[src/hw/tape_status_pkg.sv]
package tape_status_pkg;

  // ***************************************************
  // Register offsets (word index on the plain port)
  // ***************************************************
  localparam logic [3:0] STATUS_OFFSET = 4'h0;
  localparam logic [3:0] POINTER_OFFSET = 4'h1;
  localparam logic [3:0] XSTAT0_OFFSET = 4'h2;
  localparam logic [3:0] XSTAT1_OFFSET = 4'h3;
  localparam logic [3:0] XSTAT2_OFFSET = 4'h4;
  localparam logic [3:0] THIRD_EXTENDED_STATUS_WORD_OFFSET = 4'h5;
  localparam logic [3:0] XSTAT4_OFFSET = 4'h6;

  // ***************************************************
  // Status register field positions
  // ***************************************************
  localparam int SC_BIT = 15;
  localparam int RMR_POS = 9;
  localparam int NXM_POS = 11;
  localparam int SSR_POS = 7;
  localparam int TC_LSB = 1;
  localparam int BPE_POS = 5;

  // ***************************************************
  // Extended status field positions
  // ***************************************************
  localparam int XS3_KEEP_LSB = 8;
  localparam int LXS_POS = 14;
  localparam int DCK_POS = 10;
  localparam int EOT_POS = 9;
  localparam logic [15:0] XS3_KEEP_MASK = 16'hff00;

  // ***************************************************
  // Termination classes and commands
  // ***************************************************
  localparam logic [2:0] TC_NORMAL = 3'h0;
  localparam logic [2:0] TC_ALERT = 3'h2;
  localparam logic [2:0] TC_REJECT = 3'h3;
  localparam logic [2:0] TC_POS_LOST = 3'h6;

  localparam logic [3:0] CMD_GET_STATUS = 4'h0;
  localparam logic [3:0] CMD_READ = 4'h1;
  localparam logic [3:0] CMD_SET_CHAR = 4'h4;
  localparam logic [3:0] CMD_WRITE = 4'h5;
  localparam logic [3:0] CMD_SPACE = 4'h8;
  localparam logic [3:0] CMD_SKIP = 4'h9;
  localparam logic [3:0] CMD_MSG_RELEASE = 4'hb;
  localparam logic [3:0] CMD_DRIVE_INIT = 4'hc;

  localparam logic [15:0] RESET_WORD = 16'h0000;

  typedef struct packed {
    logic [3:0] addr;
    logic [15:0] wdata;
    logic wr;
    logic rd;
  } bus_req_type;

  typedef struct packed {
    logic done;
    logic tape_mark;
    logic at_bot;
    logic at_eot;
    logic density_check;
    logic wrong_density;
    logic absent_memory;
    logic parity_fault;
    logic ie_fetched;
  } drive_event_type;

endpackage

[src/hw/tape_status_error_handling.sv]
`timescale 1ns/1ns
// Function
// - Pointer write clears status error bits except fatal, class and special-condition.
// - Special-condition cleared on pointer write only if raised by refusal or memory error.
// - Extended error bits cleared only after end message reaches host memory.
// - Every command clears extended errors; keeps transport code and limit-exceeded.
// - Density check during read, space, skip sets flag; operation continues.
// - Density check alone at finish reports normal termination.
// - Wrong-density tape reports further errors and stops the operation.
// - Density flag holds until beginning-of-tape or subsystem initialize.
// - Write with density flag still set ends with class 6.
// - New command while one runs is refused, except listed cases.
// - Status word write is initialize: halts operation, erases stored parameters.
// - After initialize with on-line switch on, auto-load to beginning-of-tape.
// - Rewind-unload off-line keeps ready high, accepts non-motion commands.
// - Off-line, non-maintenance: accept status, drive init, characteristics, release.
// - Maintenance off-line: ready low, every command refused.
// - Early memory or parity fault before enable fetch may raise no interrupt.
// - After early fetch fault ready may stay low until initialize.
// - Skip tape marks runs in hardware here.
// - Space records past end-of-tape ends only on drive done, tape mark or wrong density.
// - Skip tape marks likewise ignores end-of-tape.
// - Running skip aborted only by initialize, which also auto-loads when the on-line switch is on.
// - Class 6 means unrecoverable, position lost.
// - Class 0 means normal termination.
// - Each command started from idle, not hung by an early fetch fault and not halted by initialize, ends with an end message holding the extended words.
module tape_status_error_handling
  import tape_status_pkg::*;
#(
  parameter int COUNT_WIDTH = 16
)
(
  input wire logic clk_i,
  input wire logic rst_i,
  input wire bus_req_type bus_i,
  output logic [15:0] rdata_o,
  input wire drive_event_type drive_i,
  input wire logic online_switch_i,
  input wire logic maintenance_i,
  input wire logic rewind_unload_i,
  input wire logic msg_written_i,
  output logic [3:0] motion_cmd_o,
  output logic motion_start_o,
  output logic motion_halt_o,
  output logic [COUNT_WIDTH-1:0] record_count_o,
  output logic auto_load_o,
  output logic msg_send_o,
  output logic interrupt_o
);

  initial
  begin
    if (COUNT_WIDTH < 1 || COUNT_WIDTH > 16)
      $error("COUNT_WIDTH must lie in 1..16");
  end

  typedef enum logic [1:0] {IDLE, RUN, SEND, HUNG} phase_type;

  // ***************************************************
  // Decode
  // ***************************************************
  logic status_write;
  logic pointer_write;
  logic [3:0] cmd_code;
  logic is_motion;
  logic is_offline_ok;
  logic accept;
  logic [15:0] status_word;
  phase_type phase;
  logic busy;
  logic ready;

  assign status_write = bus_i.wr && bus_i.addr == STATUS_OFFSET;
  assign pointer_write = bus_i.wr && bus_i.addr == POINTER_OFFSET;
  assign cmd_code = bus_i.wdata[3:0];
  assign is_motion = cmd_code == CMD_READ || cmd_code == CMD_WRITE
                     || cmd_code == CMD_SPACE || cmd_code == CMD_SKIP;
  assign is_offline_ok = cmd_code == CMD_GET_STATUS || cmd_code == CMD_DRIVE_INIT
                         || cmd_code == CMD_SET_CHAR || cmd_code == CMD_MSG_RELEASE;
  assign busy = phase != IDLE;

  // Ready drops only in maintenance off-line or after an early fetch fault
  assign ready = !(maintenance_i && !online_switch_i) && phase != HUNG;

  always_comb
  begin
    accept = 1'b0;
    if (pointer_write && ready)
    begin
      if (!busy)
        accept = online_switch_i || is_offline_ok;
      else if (rewind_unload_i && !is_motion)
        accept = 1'b1;
    end
  end

  // ***************************************************
  // Status register bits
  // ***************************************************
  logic refused;
  logic absent_mem;
  logic parity;
  logic special;
  logic special_from_status;
  logic [2:0] term_class;
  logic refuse_now;

  assign refuse_now = pointer_write && !accept;

  always_ff @(posedge clk_i)
  begin
    if (rst_i || status_write)
    begin
      refused <= 1'b0;
      absent_mem <= 1'b0;
      parity <= 1'b0;
    end
    else
    begin
      // Set wins over clear in the same cycle
      if (refuse_now)
        refused <= 1'b1;
      else if (pointer_write)
        refused <= 1'b0;
      if (drive_i.absent_memory && busy)
        absent_mem <= 1'b1;
      else if (pointer_write)
        absent_mem <= 1'b0;
      if (drive_i.parity_fault && busy)
        parity <= 1'b1;
      else if (pointer_write)
        parity <= 1'b0;
    end
  end

  always_ff @(posedge clk_i)
  begin
    if (rst_i || status_write)
    begin
      special <= 1'b0;
      special_from_status <= 1'b0;
    end
    else if (refuse_now || (busy && drive_i.absent_memory))
    begin
      special <= 1'b1;
      special_from_status <= 1'b1;
    end
    else if (phase == SEND && msg_written_i && term_class != TC_NORMAL)
    begin
      special <= 1'b1;
      special_from_status <= 1'b0;
    end
    else if (pointer_write && special_from_status)
      special <= 1'b0;
  end

  // ***************************************************
  // Command sequencing
  // ***************************************************
  logic [3:0] active_cmd;
  logic [COUNT_WIDTH-1:0] count_left;
  logic density_flag;
  logic eot_seen;
  logic limit_exceeded;
  logic wrong_density_seen;
  logic [15:0] xs3_transport;
  logic ie_fetched;
  logic finish;
  logic [2:0] next_class;

  // Drive done, wrong density or tape mark ends space and skip; end-of-tape never does
  assign finish = phase == RUN && (drive_i.done || drive_i.wrong_density
                  || ((active_cmd == CMD_SPACE || active_cmd == CMD_SKIP)
                      && drive_i.tape_mark));

  always_comb
  begin
    next_class = TC_NORMAL;
    if (drive_i.wrong_density)
      next_class = TC_POS_LOST;
    else if (drive_i.tape_mark)
      next_class = TC_ALERT;
  end

  always_ff @(posedge clk_i)
  begin
    if (rst_i || status_write)
    begin
      phase <= IDLE;
      active_cmd <= CMD_GET_STATUS;
      term_class <= TC_NORMAL;
      ie_fetched <= 1'b0;
    end
    else
    begin
      case (phase)
        IDLE:
        begin
          if (accept)
          begin
            active_cmd <= cmd_code;
            ie_fetched <= 1'b0;
            if (cmd_code == CMD_WRITE && density_flag)
            begin
              term_class <= TC_POS_LOST;
              phase <= SEND;
            end
            else if (is_motion)
              phase <= RUN;
            else
            begin
              term_class <= TC_NORMAL;
              phase <= SEND;
            end
          end
        end
        RUN:
        begin
          if (drive_i.ie_fetched)
            ie_fetched <= 1'b1;
          if ((drive_i.absent_memory || drive_i.parity_fault) && !ie_fetched)
            phase <= HUNG;
          else if (finish)
          begin
            term_class <= next_class;
            phase <= SEND;
          end
        end
        SEND:
        begin
          if (msg_written_i)
            phase <= IDLE;
        end
        HUNG:
          phase <= HUNG;
        default:
          phase <= IDLE;
      endcase
    end
  end

  always_ff @(posedge clk_i)
  begin
    if (rst_i)
      count_left <= '0;
    else if (accept && !busy)
      count_left <= bus_i.wdata[15:16-COUNT_WIDTH];
    else if (phase == RUN && drive_i.done && count_left != '0)
      count_left <= count_left - 1'b1;
  end

  // ***************************************************
  // Extended status
  // ***************************************************
  always_ff @(posedge clk_i)
  begin
    if (rst_i || status_write)
    begin
      density_flag <= 1'b0;
      eot_seen <= 1'b0;
      wrong_density_seen <= 1'b0;
      limit_exceeded <= 1'b0;
      xs3_transport <= RESET_WORD;
    end
    else
    begin
      if (phase == RUN && drive_i.density_check && active_cmd != CMD_WRITE)
        density_flag <= 1'b1;
      else if (drive_i.at_bot)
        density_flag <= 1'b0;
      if (drive_i.at_eot)
        eot_seen <= 1'b1;
      else if (drive_i.at_bot)
        eot_seen <= 1'b0;
      if (phase == RUN && drive_i.wrong_density)
        wrong_density_seen <= 1'b1;
      else if (phase == SEND && msg_written_i)
        wrong_density_seen <= 1'b0;
      if (phase == RUN && drive_i.done && count_left == '0)
        limit_exceeded <= 1'b1;
      if (phase == RUN && drive_i.wrong_density)
        xs3_transport <= XS3_KEEP_MASK & {8'h01, 8'h00};
    end
  end

  logic [15:0] xs0_word;
  logic [15:0] xs3_word;
  assign xs0_word = 16'h0000 | ({15'h0000, eot_seen} << EOT_POS)
                    | ({15'h0000, wrong_density_seen} << 0);
  assign xs3_word = (xs3_transport & XS3_KEEP_MASK)
                    | ({15'h0000, limit_exceeded} << LXS_POS)
                    | ({15'h0000, density_flag} << DCK_POS);

  assign status_word = ({15'h0000, special} << SC_BIT)
                       | ({15'h0000, absent_mem} << NXM_POS)
                       | ({15'h0000, refused} << RMR_POS)
                       | ({15'h0000, ready} << SSR_POS)
                       | ({15'h0000, parity} << BPE_POS)
                       | ({13'h0000, term_class} << TC_LSB);

  // ***************************************************
  // Bus read and drive outputs
  // ***************************************************
  always_ff @(posedge clk_i)
  begin
    if (rst_i)
      rdata_o <= RESET_WORD;
    else if (bus_i.rd)
    begin
      case (bus_i.addr)
        STATUS_OFFSET: rdata_o <= status_word;
        XSTAT0_OFFSET: rdata_o <= xs0_word;
        THIRD_EXTENDED_STATUS_WORD_OFFSET: rdata_o <= xs3_word;
        default: rdata_o <= RESET_WORD;
      endcase
    end
    else
      rdata_o <= RESET_WORD;
  end

  always_ff @(posedge clk_i)
  begin
    if (rst_i)
    begin
      motion_cmd_o <= CMD_GET_STATUS;
      motion_start_o <= 1'b0;
      motion_halt_o <= 1'b0;
      auto_load_o <= 1'b0;
      msg_send_o <= 1'b0;
      interrupt_o <= 1'b0;
      record_count_o <= '0;
    end
    else
    begin
      motion_start_o <= accept && !busy && is_motion
                        && !(cmd_code == CMD_WRITE && density_flag);
      motion_cmd_o <= accept && !busy ? cmd_code : motion_cmd_o;
      record_count_o <= count_left;
      motion_halt_o <= status_write;
      auto_load_o <= status_write && online_switch_i;
      msg_send_o <= phase == SEND && !msg_written_i;
      interrupt_o <= phase == SEND && msg_written_i;
    end
  end

endmodule

[config.mk]
export PLATFORM = sky130hd
export DESIGN_NAME = tape_status_error_handling
export DESIGN_NICKNAME = d
export VERILOG_FILES = /design/src/hw/tape_status_pkg.sv /design/src/hw/tape_status_error_handling.sv
export SDC_FILE = /design/constraint.sdc
export NUM_CORES = 1
export LEC_CHECK = 0
export BUFFER_PORTS_ARGS = -buffer_cell sky130_fd_sc_hd__buf_2
export CAP_MARGIN = 20
export CORE_ASPECT_RATIO = 0.6
export CORE_MARGIN = 3
export CORE_UTILIZATION = 35
export DETAILED_ROUTE_END_ITERATION = 12
export HOLD_SLACK_MARGIN = 0.1
export MAX_ROUTING_LAYER = met4
export PLACE_DENSITY_LB_ADDON = 0.08
export SETUP_SLACK_MARGIN = 0.05
export SYNTH_ARGS = -nofsm -noshare
export SYNTH_HDL_FRONTEND = slang
export SYNTH_SLANG_ARGS = --single-unit
[constraint.sdc]
create_clock -name clk_i -period 5.4 [get_ports clk_i]
set_input_delay 1.08 -clock clk_i [delete_from_list [all_inputs] [get_ports clk_i]]
set_output_delay 1.08 -clock clk_i [all_outputs]
set_load 0.1 [all_outputs]
==> summary.md, run 1 <==
| Metric | Value |
|---|---|
| Outcome | finished clean |
| Slew Limit Fails | 0 |
| Setup Fix Bufs, Post-CTS | 0 |
| Sw Share | 0.231 |
| HPWL after DPL | about 5700 um |
| Comb power frac | 0.074 |
| Yosys reg bits | 71 |
| Slew Limit Headroom | 0.394 |
| Pint | around 0.95 mW |
| Share of layout cells above drive strength 1 | 0.281 |
| Clock buffer depth | 2 |
| Die H | around 78 um |
| Layout Cells excl Fill | 515 |
| Ports | 78 |
| Fin area | ~3700 sq um |
| Min cycle time layout | 3310 ps |
| Peak supply drop | 0.000144 V |
| Top cell type's share of synthesized area | 0.470 |
| Synth area leaders | dfxtp_1, a211oi_2, a21oi_1, nor2_1, nand2_1 |
| Ys flop type | dfxtp_1 |
| F_max | 302 MHz |
| Initial Util | 0.372 |
| Die width | 126 um |
| Hold buffers post-CTS | 0 |
| Crit share post-route | 0.614 |
| Final WL | 7720 um |
| Clock power share | 0.495 |
| Global-route wire length before repair | 12200 um |
| Seq/Total Area, Yosys | 0.470 |
| Port Buffers | 72 |
| Drt wl/cell | around 15 um |
| RSZ-0062 raised after global routing | no |
| Post-Synth Adder-Cell Area | 0.00827 |
| Synth cell types | 55 |
| Crit Path Category | in2reg |
| Post-CTS sizing | 0 |
| Final hold viol count | 0 |
| Global Route Usage Sum | 0.165 |
| CP Max Fanout | 19 |
| Area of the multi-input gates | between 1000 and 1500 sq um |
| P per Cell Area | about 330 nW/um^2 |
| Die area | 9830 sq um |
| Net Sw Power | about 0.28 mW |
| First-pass DRT Iterations | 4 |
| Initial antenna violation count | 1 |
| Core area | 8130 sq um |
| Worst Path Required | 5580 ps |
| Sink Count | 71 |
| Cell Area, Placed | 3430 sq um |
| Register Area | 1420 sq um |
| Flop pwr share | 0.431 |
| Total gr overflow | 0 |
| Startpoint Class | primary input |
| Pleak | 1.51 nW |
| Crit path DAT | 3490 ps |
| Placer Congestion | 0.779 |
| Most frequent cell after synthesis | dfxtp_1 |
| Maxcap violations | 0 |
| Clk slew on worst S/H paths | about 50 ps |
| Share of flip-flops with an asynchronous set or reset | 0 |
| Avg Inst Size Synth | 9.14 sq um |
| FP Rows | 25 |
| Synth warnings | 0 |
| Num CTS Buffers | 9 |
| Clk root buf | clkbuf_16 |
| Clk Latency, worst-skew pair | between 300 and 400 ps |
| Post-Syn Area | 3030 sq um |
| Final Setup Violations | 0 |
| Tightest Pin Transition | 908 ps |
| Final core occ | 0.461 |
| DR vias | 2521 |
| Vias per inst | a little under 5 |
| Critical Path Sink Type | flip-flop |
| CTS tree | done |
| Mux cell area share after synthesis | 0.00993 |
| Largest net degree at the start of global routing | 43 |
| Final Skew | around 7.4 ps |
| Post-Synth XOR/XNOR Area | 0.0261 |
| NumNets Final | 440 |
| Synth-to-layout area growth | 23.9% |
| FILL cells | 840 |
| Worst Hold Slack | 454 ps |
| Detailed Route Iter0 Violations | between 100 and 150 |
| ANT nets after route | 0 |
| Post-synthesis cell type with the largest combined area | dfxtp_1 |
| DR DRC count | 0 |
| Placed cell count | 497 |
| CTS H-tree lvls | 3 |
| Post-synth top cells | dfxtp_1, nor2_1, nand2_1 |
| Compound-cell area share of the yosys netlist | 0.174 |
| Number of synthesized flops with an enable pin | 0 |
| Cell count after synthesis | 331 |
| Simple-Gate Fraction of Synth Area | 0.255 |
| Worst Hold Class | reg2reg |
| Largest family of logic cells by synthesized area | simple AND/OR/NAND/NOR gates |
| Total negative slack | 0 ps |
| Number of global-route vias before repair | 2285 |
==> metal layers <==
metal	vias to the layer above	share of wire	global-route usage
li1	1301	-	-
met1	1138	0.57	0.258
met2	72	0.35	0.185
met3	10	0.072	0.0639
met4	0	0.013	0.0482
met5	-	0	-
==> sequential cells by signal (all words and copies together) (netlist names), 2 cells and up <==
name	flops
record_count_o	16
rdata_o	11
count_left	16
phase	2
term_class	2
motion_cmd_o	4
active_cmd	4
==> final timing paths <==
path | from | endpoint | slack, ps | cells past startpoint
min | motion_cmd_o[0] | motion_cmd_o[0] | 450 | 2
max reg2reg | phase[0] | count_left[2] | 2940 | 5
min reg2reg | motion_cmd_o[0] | motion_cmd_o[0] | 450 | 2
max | bus_i[19] | count_left[3] | 2090 | 7
==> worst max-delay path, cell delays in order <==
cell and delay, ps:
buf_2 140, or4b_4 560, or3b_4 430, or3_1 650
buf_4 350, a31oi_1 190, a21oi_1 80
==> through the flow <==
step / total power, mW / setup WS [ps]
3_5_place_dp: 0.634 / 1740
6_report: 1.23 / 2090
5_1_grt: 1.28 / 1980
2_1_floorplan: 0.606 / 2340
4_1_cts: 1.25 / 2090
3_3_place_gp: 0.634 / 1770
==> power groups by stage <==
stage          Combinational, mW  Sequential, mW  Clock, mW
4_1_cts                   0.0906           0.532      0.626
2_1_floorplan             0.0541           0.552          0
6_report                  0.0910           0.532      0.611
3_5_place_dp              0.0904           0.544          0
3_3_place_gp              0.0904           0.544          0
5_1_grt                   0.0979           0.533      0.650
==> layout by cell type, fill, tap and decap left out, types with 9 or more instances in the layout <==
cell type	Yosys	routed
nand2_1	28	28
a211oi_2	11	11
clkbuf_16	0	9
dfxtp_1	71	71
nor2_1	33	33
nor2b_1	15	15
nand2b_1	10	10
a21oi_1	27	27
xnor2_1	9	9
buf_2	0	72
nor3_1	13	13
==> kinds of logic (layout without fill, tap and decap cells) <==
logic type                 after synthesis  after routing
AOI/OAI and AO/OA                       71             71
xor gates and xnor gates                 9              9
buffers and inverters                   30            101
DFF                                     71             71
and+or+nand+nor                        144            144
adders and majority gates                2              2
muxes                                    3              3
other                                    1              6
==> layout make-up <==
| type | count | share of cell area |
|---|---|---|
| Clock inverter | 3 | 0.0107 |
| Antenna cell | 1 | 0.000668 |
| Timing Repair Buffer | 77 | 0.105 |
| Inverter | 8 | 0.00801 |
| Multi-Input combinational cell | 234 | 0.388 |
| Clock buffer | 13 | 0.0721 |
| Sequential cell | 71 | 0.379 |
| Tap cell | 108 | 0.0360 |
Note: power is estimated with default switching activity, not from simulation.
==> run 2, diff against run 1 <==
Clock period 5.4 ns to 3.2 ns, I/O delays scaled along.
==> run 2 against run 1 <==
Combinational power increased by 69%; non-clock buffer count increased by 2; clock skew about the same; cell count increased by 0.19%; power increased by 74%; global-route usage increased by 0.31 points; via count decreased by 0.20%; design area increased by 0.93%; critical endpoint unchanged; largest cell class unchanged.
==> summary.md, run 2 (synthesized netlist as in run 1, its figures left out) <==
| Metric | Value |
|---|---|
| Origin of the worst setup path | bus_i[19] |
| Peak supply drop | 0.000288 V (+100%) |
| Outcome | finished clean |
| Slew Limit Headroom | 0.361 (-0.0336) |
| Worst reg2reg path depth | 5 (unchanged) |
| FILL cells | 814 (-3.1%) |
| CP Capture Point | count_left[3] |
| Maxcap violations | 0 (unchanged) |
| FP Rows | 25 (unchanged) |
| P per Cell Area | 568 nW/um^2 (+73%) |
| Slew Limit Fails | 0 (unchanged) |
| Hold buffers post-CTS | 0 (unchanged) |
| Tightest Pin Transition | 957 ps (+49.1 ps) |
| Buf/Inv on CP | 2 (unchanged) |
| Final Skew | 7.12 ps (-0.255 ps) |
| Synth-to-layout area growth | 25.1% |
| CP max stage delay | 550 ps (-100 ps) |
| Global-route wire length before repair | 12500 um (+2.4%) |
| Port Buffers | 72 (unchanged) |
| DR vias | 2516 (-0.20%) |
| Sink Count | 71 (unchanged) |
| Crit Path Category | in2reg |
| Global Route Usage Sum | 0.168 (+0.00312) |
| F_max | 410 MHz |
| Clock buffer depth | 2 (unchanged) |
| Final WL | 7580 um (-1.7%) |
| Final hold viol count | 0 (unchanged) |
| HPWL after DPL | 5630 um (-0.91%) |
| Critical Path, Cell by Cell | buf_2, or4b_4, or3b_4, or3_1, buf_4, a31oi_1, a21oi_1 |
| Register Area | 1420 sq um (unchanged) |
| Pleak | 1.53 nW (+1.2%) |
| Commonest non-fill, non-tap cell in the layout | buf_2 |
| NumNets Final | 442 (+0.45%) |
| Number of global-route vias before repair | 2378 (+4.1%) |
| Final Setup Violations | 0 (unchanged) |
| Clk slew on worst S/H paths | 50 ps (about the same) |
| Cell Area, Placed | 3450 sq um (+0.55%) |
| Biggest regs | count_left (16), record_count_o (16), rdata_o (11) |
| Crit. path cell count | 7 (unchanged) |
| Setup Fix Bufs, Post-CTS | 0 (unchanged) |
| Initial antenna violation count | 1 (unchanged) |
| Placer Congestion | 0.832 (+6.9%) |
| CTS tree | done |
| Critical Path Sink Type | flip-flop |
| CP Max Fanout | 36 (+17) |
| Die H | 78.0 um (unchanged) |
| Ports | 78 (unchanged) |
| Initial Util | 0.372 (unchanged) |
| Clk root buf | clkbuf_16 |
| CTS H-tree lvls | 3 (unchanged) |
| Worst Path Required | 3400 ps (-2180 ps) |
| Crit share post-route | 0.763 |
| Startpoint Class | primary input |
| Largest net degree at the start of global routing | 37 (-14%) |
| Worst r2r src | count_left[4] |
| RSZ-0062 raised after global routing | no |
| Total negative slack | 0 ps (unchanged) |
| Min cycle time layout | around 2400 ps |
| Clk Latency, worst-skew pair | 330 ps (about the same) |
| Num CTS Buffers | 9 (unchanged) |
| R2R Setup Slk | 1060 ps (-1880 ps) |
| Share of layout cells above drive strength 1 | 0.283 (+0.00177) |
| Post-CTS sizing | 0 (unchanged) |
| Hold depth | 2 (unchanged) |
| Worst r2r dst | count_left[9] |
| Crit path DAT | 2640 ps (-850 ps) |
| Crit-path leading delay family | simple AND/OR/NAND/NOR gates |
| First-pass DRT Iterations | 5 (+1) |
| Area of the multi-input gates | 1450 sq um (-0.26%) |
| Core area | 8130 sq um (unchanged) |
| Total gr overflow | 0 (unchanged) |
| ANT nets after route | 0 (unchanged) |
| Crit-path slowest cell | or4b_4 |
| Vias per inst | 4.88 (-0.39%) |
| Drt wl/cell | 14.7 um (-1.9%) |
| Die area | 9830 sq um (unchanged) |
| Most frequent cells in the layout | buf_2, dfxtp_1, nor2_1, nand2_1, a21oi_1 |
| Die width | 126 um (unchanged) |
| Worst Hold Class | reg2reg |
| Final core occ | 0.465 (+0.00431) |
| Detailed Route Iter0 Violations | 174 (+41%) |
| DR DRC count | 0 (unchanged) |
| Fin area | 3780 sq um (+0.93%) |
-- run 2: stage by stage --
stage	instances	hold WS, ps	total power, mW	setup WS (ps)
2_1_floorplan	335	423	1.02	584
3_3_place_gp	500	446	1.07	428
3_5_place_dp	500	448	1.07	413
4_1_cts	515	460	2.18	767
5_1_grt	516	479	2.23	644
6_report	516	456	2.15	758
-- run 2: routing by layer --
metal  global-route usage  up-vias  routed length (um)
met2                0.194       79                2730
met1                0.254     1127                4160
met3               0.0687        5                 649
met5                    -        -                   0
met4               0.0546        0                  50
li1                     -     1305                   -
-- run 2: worst min-delay path: stages (launching register included) --
cell,delay (ps)
dfxtp_1,310
nand2_1,50
a21oi_1,50
-- run 2: how the worst min path moves through the flow --
stage	start	end	slack [ps]
after floorplan	wrong_density_seen	rdata_o[0]	420
after global placement	absent_mem	rdata_o[11]	450
after detailed placement	motion_cmd_o[3]	motion_cmd_o[3]	450
after CTS	motion_cmd_o[1]	motion_cmd_o[1]	460
after global routing	special	rdata_o[15]	480
final	active_cmd[0]	active_cmd[0]	460
-- run 2: layout make-up --
cell class | instances | share of cell area
clock buffer | 12 | 0.0704
multi-input combinational | 234 | 0.383
inverter | 8 | 0.00794
sequential | 71 | 0.376
clock inverter | 3 | 0.0172
timing repair buffer | 79 | 0.109
tap | 108 | 0.0357
antenna | 1 | 0.000661
-- run 2: where the power goes --
part / switching, mW / leakage (nW) / internal, mW
clock network: 0.356 / 0.165 / 0.740
registers: 0.00581 / 0.573 / 0.893
logic: 0.108 / 0.790 / 0.0456
==> run 3, diff against run 2 <==
Settings changed: ABC_AREA set to 1.
Clock period 3.2 ns to 2.25 ns, I/O delays scaled along.
==> run 3 against run 2 <==
Worst hold slack lost 110 ps; count of clock-buffer cells in the layout shrank 1; utilization is essentially flat; sequential share of layout area shrank 0.41 points; die area grew 2.0%; synthesized cell count grew 27%; combinational power grew to 4.1 times the previous value; design area grew 1.1%; cell count grew 19%; sequential power grew 49%.
==> summary.md, run 3 <==
| Metric | Value |
|---|---|
| Avg Inst Size Synth | 7.32 sq um (-20%) |
| Total gr overflow | 0 (unchanged) |
| Number of global-route vias before repair | 2477 (+4.2%) |
| Die width | 127 um (+1.0%) |
| FP Rows | 25 (unchanged) |
| Cell Area, Placed | 3540 sq um (+2.6%) |
| Most frequent cells in the layout | nand2_1, nor2_1, buf_2, dfxtp_1, inv_1 |
| CTS tree | done |
| Clk root buf | clkbuf_16 |
| Clk Latency, worst-skew pair | 330 ps (about the same) |
| Initial Util | 0.376 (+0.00367) |
| Detailed Route Iter0 Violations | 201 (+16%) |
| Cell count after synthesis | 422 (+27%) |
| Final Skew | 8.48 ps (+1.37 ps) |
| HPWL after DPL | 6410 um (+14%) |
| Worst Hold Class | in2reg |
| WL met3 | 598 um (-7.9%) |
| FILL cells | 869 (+6.8%) |
| Drt wl/cell | 13.6 um (-7.6%) |
| Yosys reg bits | 71 (unchanged) |
| Met1 Wirelength | 4850 um (+17%) |
| Core area | 8230 sq um (+1.2%) |
| Synth-to-layout area growth | 23.8% |
| Outcome | finished clean |
| Pleak | 1.88 nW (+23%) |
| Peak supply drop | 0.000420 V (+46%) |
| Die area | 10000 sq um (+2.0%) |
| Final hold viol count | 0 (unchanged) |
| Placer Congestion | 0.883 (+6.1%) |
| Num CTS Buffers | 9 (unchanged) |
| Layout Cells excl Fill | 613 (+19%) |
| Initial antenna violation count | 0 (-1) |
| Global Route Usage Sum | 0.177 (+0.00912) |
| Die H | 78.8 um (+0.99%) |
| NumNets Final | 539 (+22%) |
| Clk slew on worst S/H paths | 60 ps (about the same) |
| Post-CTS sizing | 0 (unchanged) |
| Placed cell count | 597 (+19%) |
| Global-route wire length before repair | 13100 um (+4.6%) |
| DR top layer | met4 |
| Port Buffers | 72 (unchanged) |
| Sw Share | 0.305 (+0.0856) |
| Register Area | 1420 sq um (unchanged) |
| Pint | 2.29 mW (+37%) |
| Seq/Total Area, Yosys | 0.460 (-0.00989) |
| Fin area | 3820 sq um (+1.1%) |
| Met2 routed WL | 2800 um (+2.7%) |
| CTS H-tree lvls | 3 (unchanged) |
| Setup Fix Bufs, Post-CTS | 0 (unchanged) |
| Maxcap violations | 0 (unchanged) |
| Post-synth top cells | nand2_1, nor2_1, dfxtp_1 |
| Vias per inst | 4.61 (-5.5%) |
| Slew Limit Fails | 0 (unchanged) |
| Critical Path Sink Type | flip-flop |
| Biggest regs | count_left (16), record_count_o (16), rdata_o (11) |
| DR vias | 2825 (+12%) |
| Clock buffer depth | 2 (unchanged) |
| ANT nets after route | 0 (unchanged) |
| Share of layout cells above drive strength 1 | 0.228 (-0.0548) |
| Synth warnings | 0 (unchanged) |
| Post-synthesis cell type with the largest combined area | dfxtp_1 |
| Slew Limit Headroom | 0.606 (+0.245) |
| Final WL | 8330 um (+9.8%) |
| Share of flip-flops with an asynchronous set or reset | 0 (unchanged) |
| First-pass DRT Iterations | 5 (unchanged) |
| Crit share post-route | 0.770 |
| Sink Count | 71 (unchanged) |
| Min cycle time layout | 1730 ps |
| Final Setup Violations | 0 (unchanged) |
| Worst Path Required | 2510 ps (-890 ps) |
| DR DRC count | 0 (unchanged) |
| N_diodes | 0 (-1) |
| Hold depth | 3 (+1) |
| Tightest Pin Transition | 587 ps (-370 ps) |
| Hold buffers post-CTS | 0 (unchanged) |
| Worst reg2reg path depth | 10 (+5) |
| Startpoint Class | flip-flop |
| P per Cell Area | 861 nW/um^2 (+52%) |
| Comb power frac | 0.189 (+0.117) |
| Ys flop type | dfxtp_1 |
| Clock power share | 0.404 (-0.106) |
| Most frequent cell after synthesis | nand2_1 |
| Area of the multi-input gates | 1400 sq um (-3.4%) |
| Largest net degree at the start of global routing | 30 (-19%) |
| Crit path DAT | 1990 ps (-650 ps) |
| Crit Path Category | reg2reg |
| Ports | 78 (unchanged) |
| Synth area leaders | dfxtp_1, nand2_1, nor2_1, inv_1, a21oi_1 |
| Commonest non-fill, non-tap cell in the layout | nand2_1 |
| F_max | 577 MHz |
| Number of synthesized flops with an enable pin | 0 (unchanged) |
| Total negative slack | 0 ps (unchanged) |
| Flop pwr share | 0.407 (-0.011) |
| Post-Syn Area | 3090 sq um (+2.2%) |
| Synth cell types | 37 (-33%) |
| Net Sw Power | 1.00 mW (+110%) |
| RSZ-0062 raised after global routing | no |
| CP Max Fanout | 7 (-81%) |
| Top cell type's share of synthesized area | 0.460 (-0.00989) |
run 3: cell types whose count changed in the layout (fill, tap and decap cells not counted), sizes merged, moves of 10 or more:
cell    delta
nand3     +15
a211oi    -14
nor2b     -15
inv       +45
nand2b    -10
xor2      +12
nand2     +72
nor2      +48
run 3: final timing paths:
check | end | slack, ps | start
max reg2reg | count_left[5] | 520 | phase[0]
max | count_left[5] | 520 | phase[0]
min reg2reg | rdata_o[11] | 450 | absent_mem
min | eot_seen | 340 | drive_i[5]
run 3: metal layers:
layer  vias to the layer above  global-route usage
li1                       1471                   -
met1                      1244               0.284
met2                       101               0.201
met3                         9              0.0531
met4                         0              0.0482
met5                         -                   -
run 3: cell families after synthesis:
logic type               synth area share
other                             0.00121
buffers and inverters              0.0915
adder cells (fa/ha/maj)           0.00810
flip-flops                          0.460
AO/OA/AOI/OAI                      0.0883
XOR/XNOR                           0.0340
AND/OR/NAND/NOR                     0.317
run 3: worst max-delay path, stage by stage, from the launching register on:
cell and delay, ps:
dfxtp_1 390, inv_2 90, nor2_4 140, inv_2 60, nor2_2 210, nand2_2 170, nand2_2 150, nand2_4 90
inv_2 170, nor2_1 60, a21oi_1 110
run 3: cell type report:
class / instances / share of cell area
flip-flops and latches: 71 / 0.372
multi-input cells: 290 / 0.366
repair buffers: 75 / 0.100
clock buffers: 11 / 0.0661
inverters: 53 / 0.0520
well taps: 108 / 0.0353
clock inverters: 5 / 0.00851
run 3: stage by stage:
step / hold slack [ps] / utilization / setup WS (ps) / power (mW)
global placement: 439 / 0.430 / 396 / 1.98
floorplan: 416 / - / 751 / 1.84
detailed placement: 437 / 0.430 / 304 / 1.98
finish: 345 / 0.465 / 518 / 3.29
global route: 346 / 0.465 / 345 / 3.47
CTS: 330 / 0.465 / 554 / 3.33
run 3: power by group through the flow:
| stage | clock network (mW) | logic, mW | registers, mW |
|---|---|---|---|
| after floorplan | 0 | 0.405 | 1.43 |
| after global placement | 0 | 0.615 | 1.37 |
| after detailed placement | 0 | 0.615 | 1.37 |
| after CTS | 1.37 | 0.618 | 1.34 |
| after global routing | 1.43 | 0.695 | 1.35 |
| final | 1.33 | 0.624 | 1.34 |
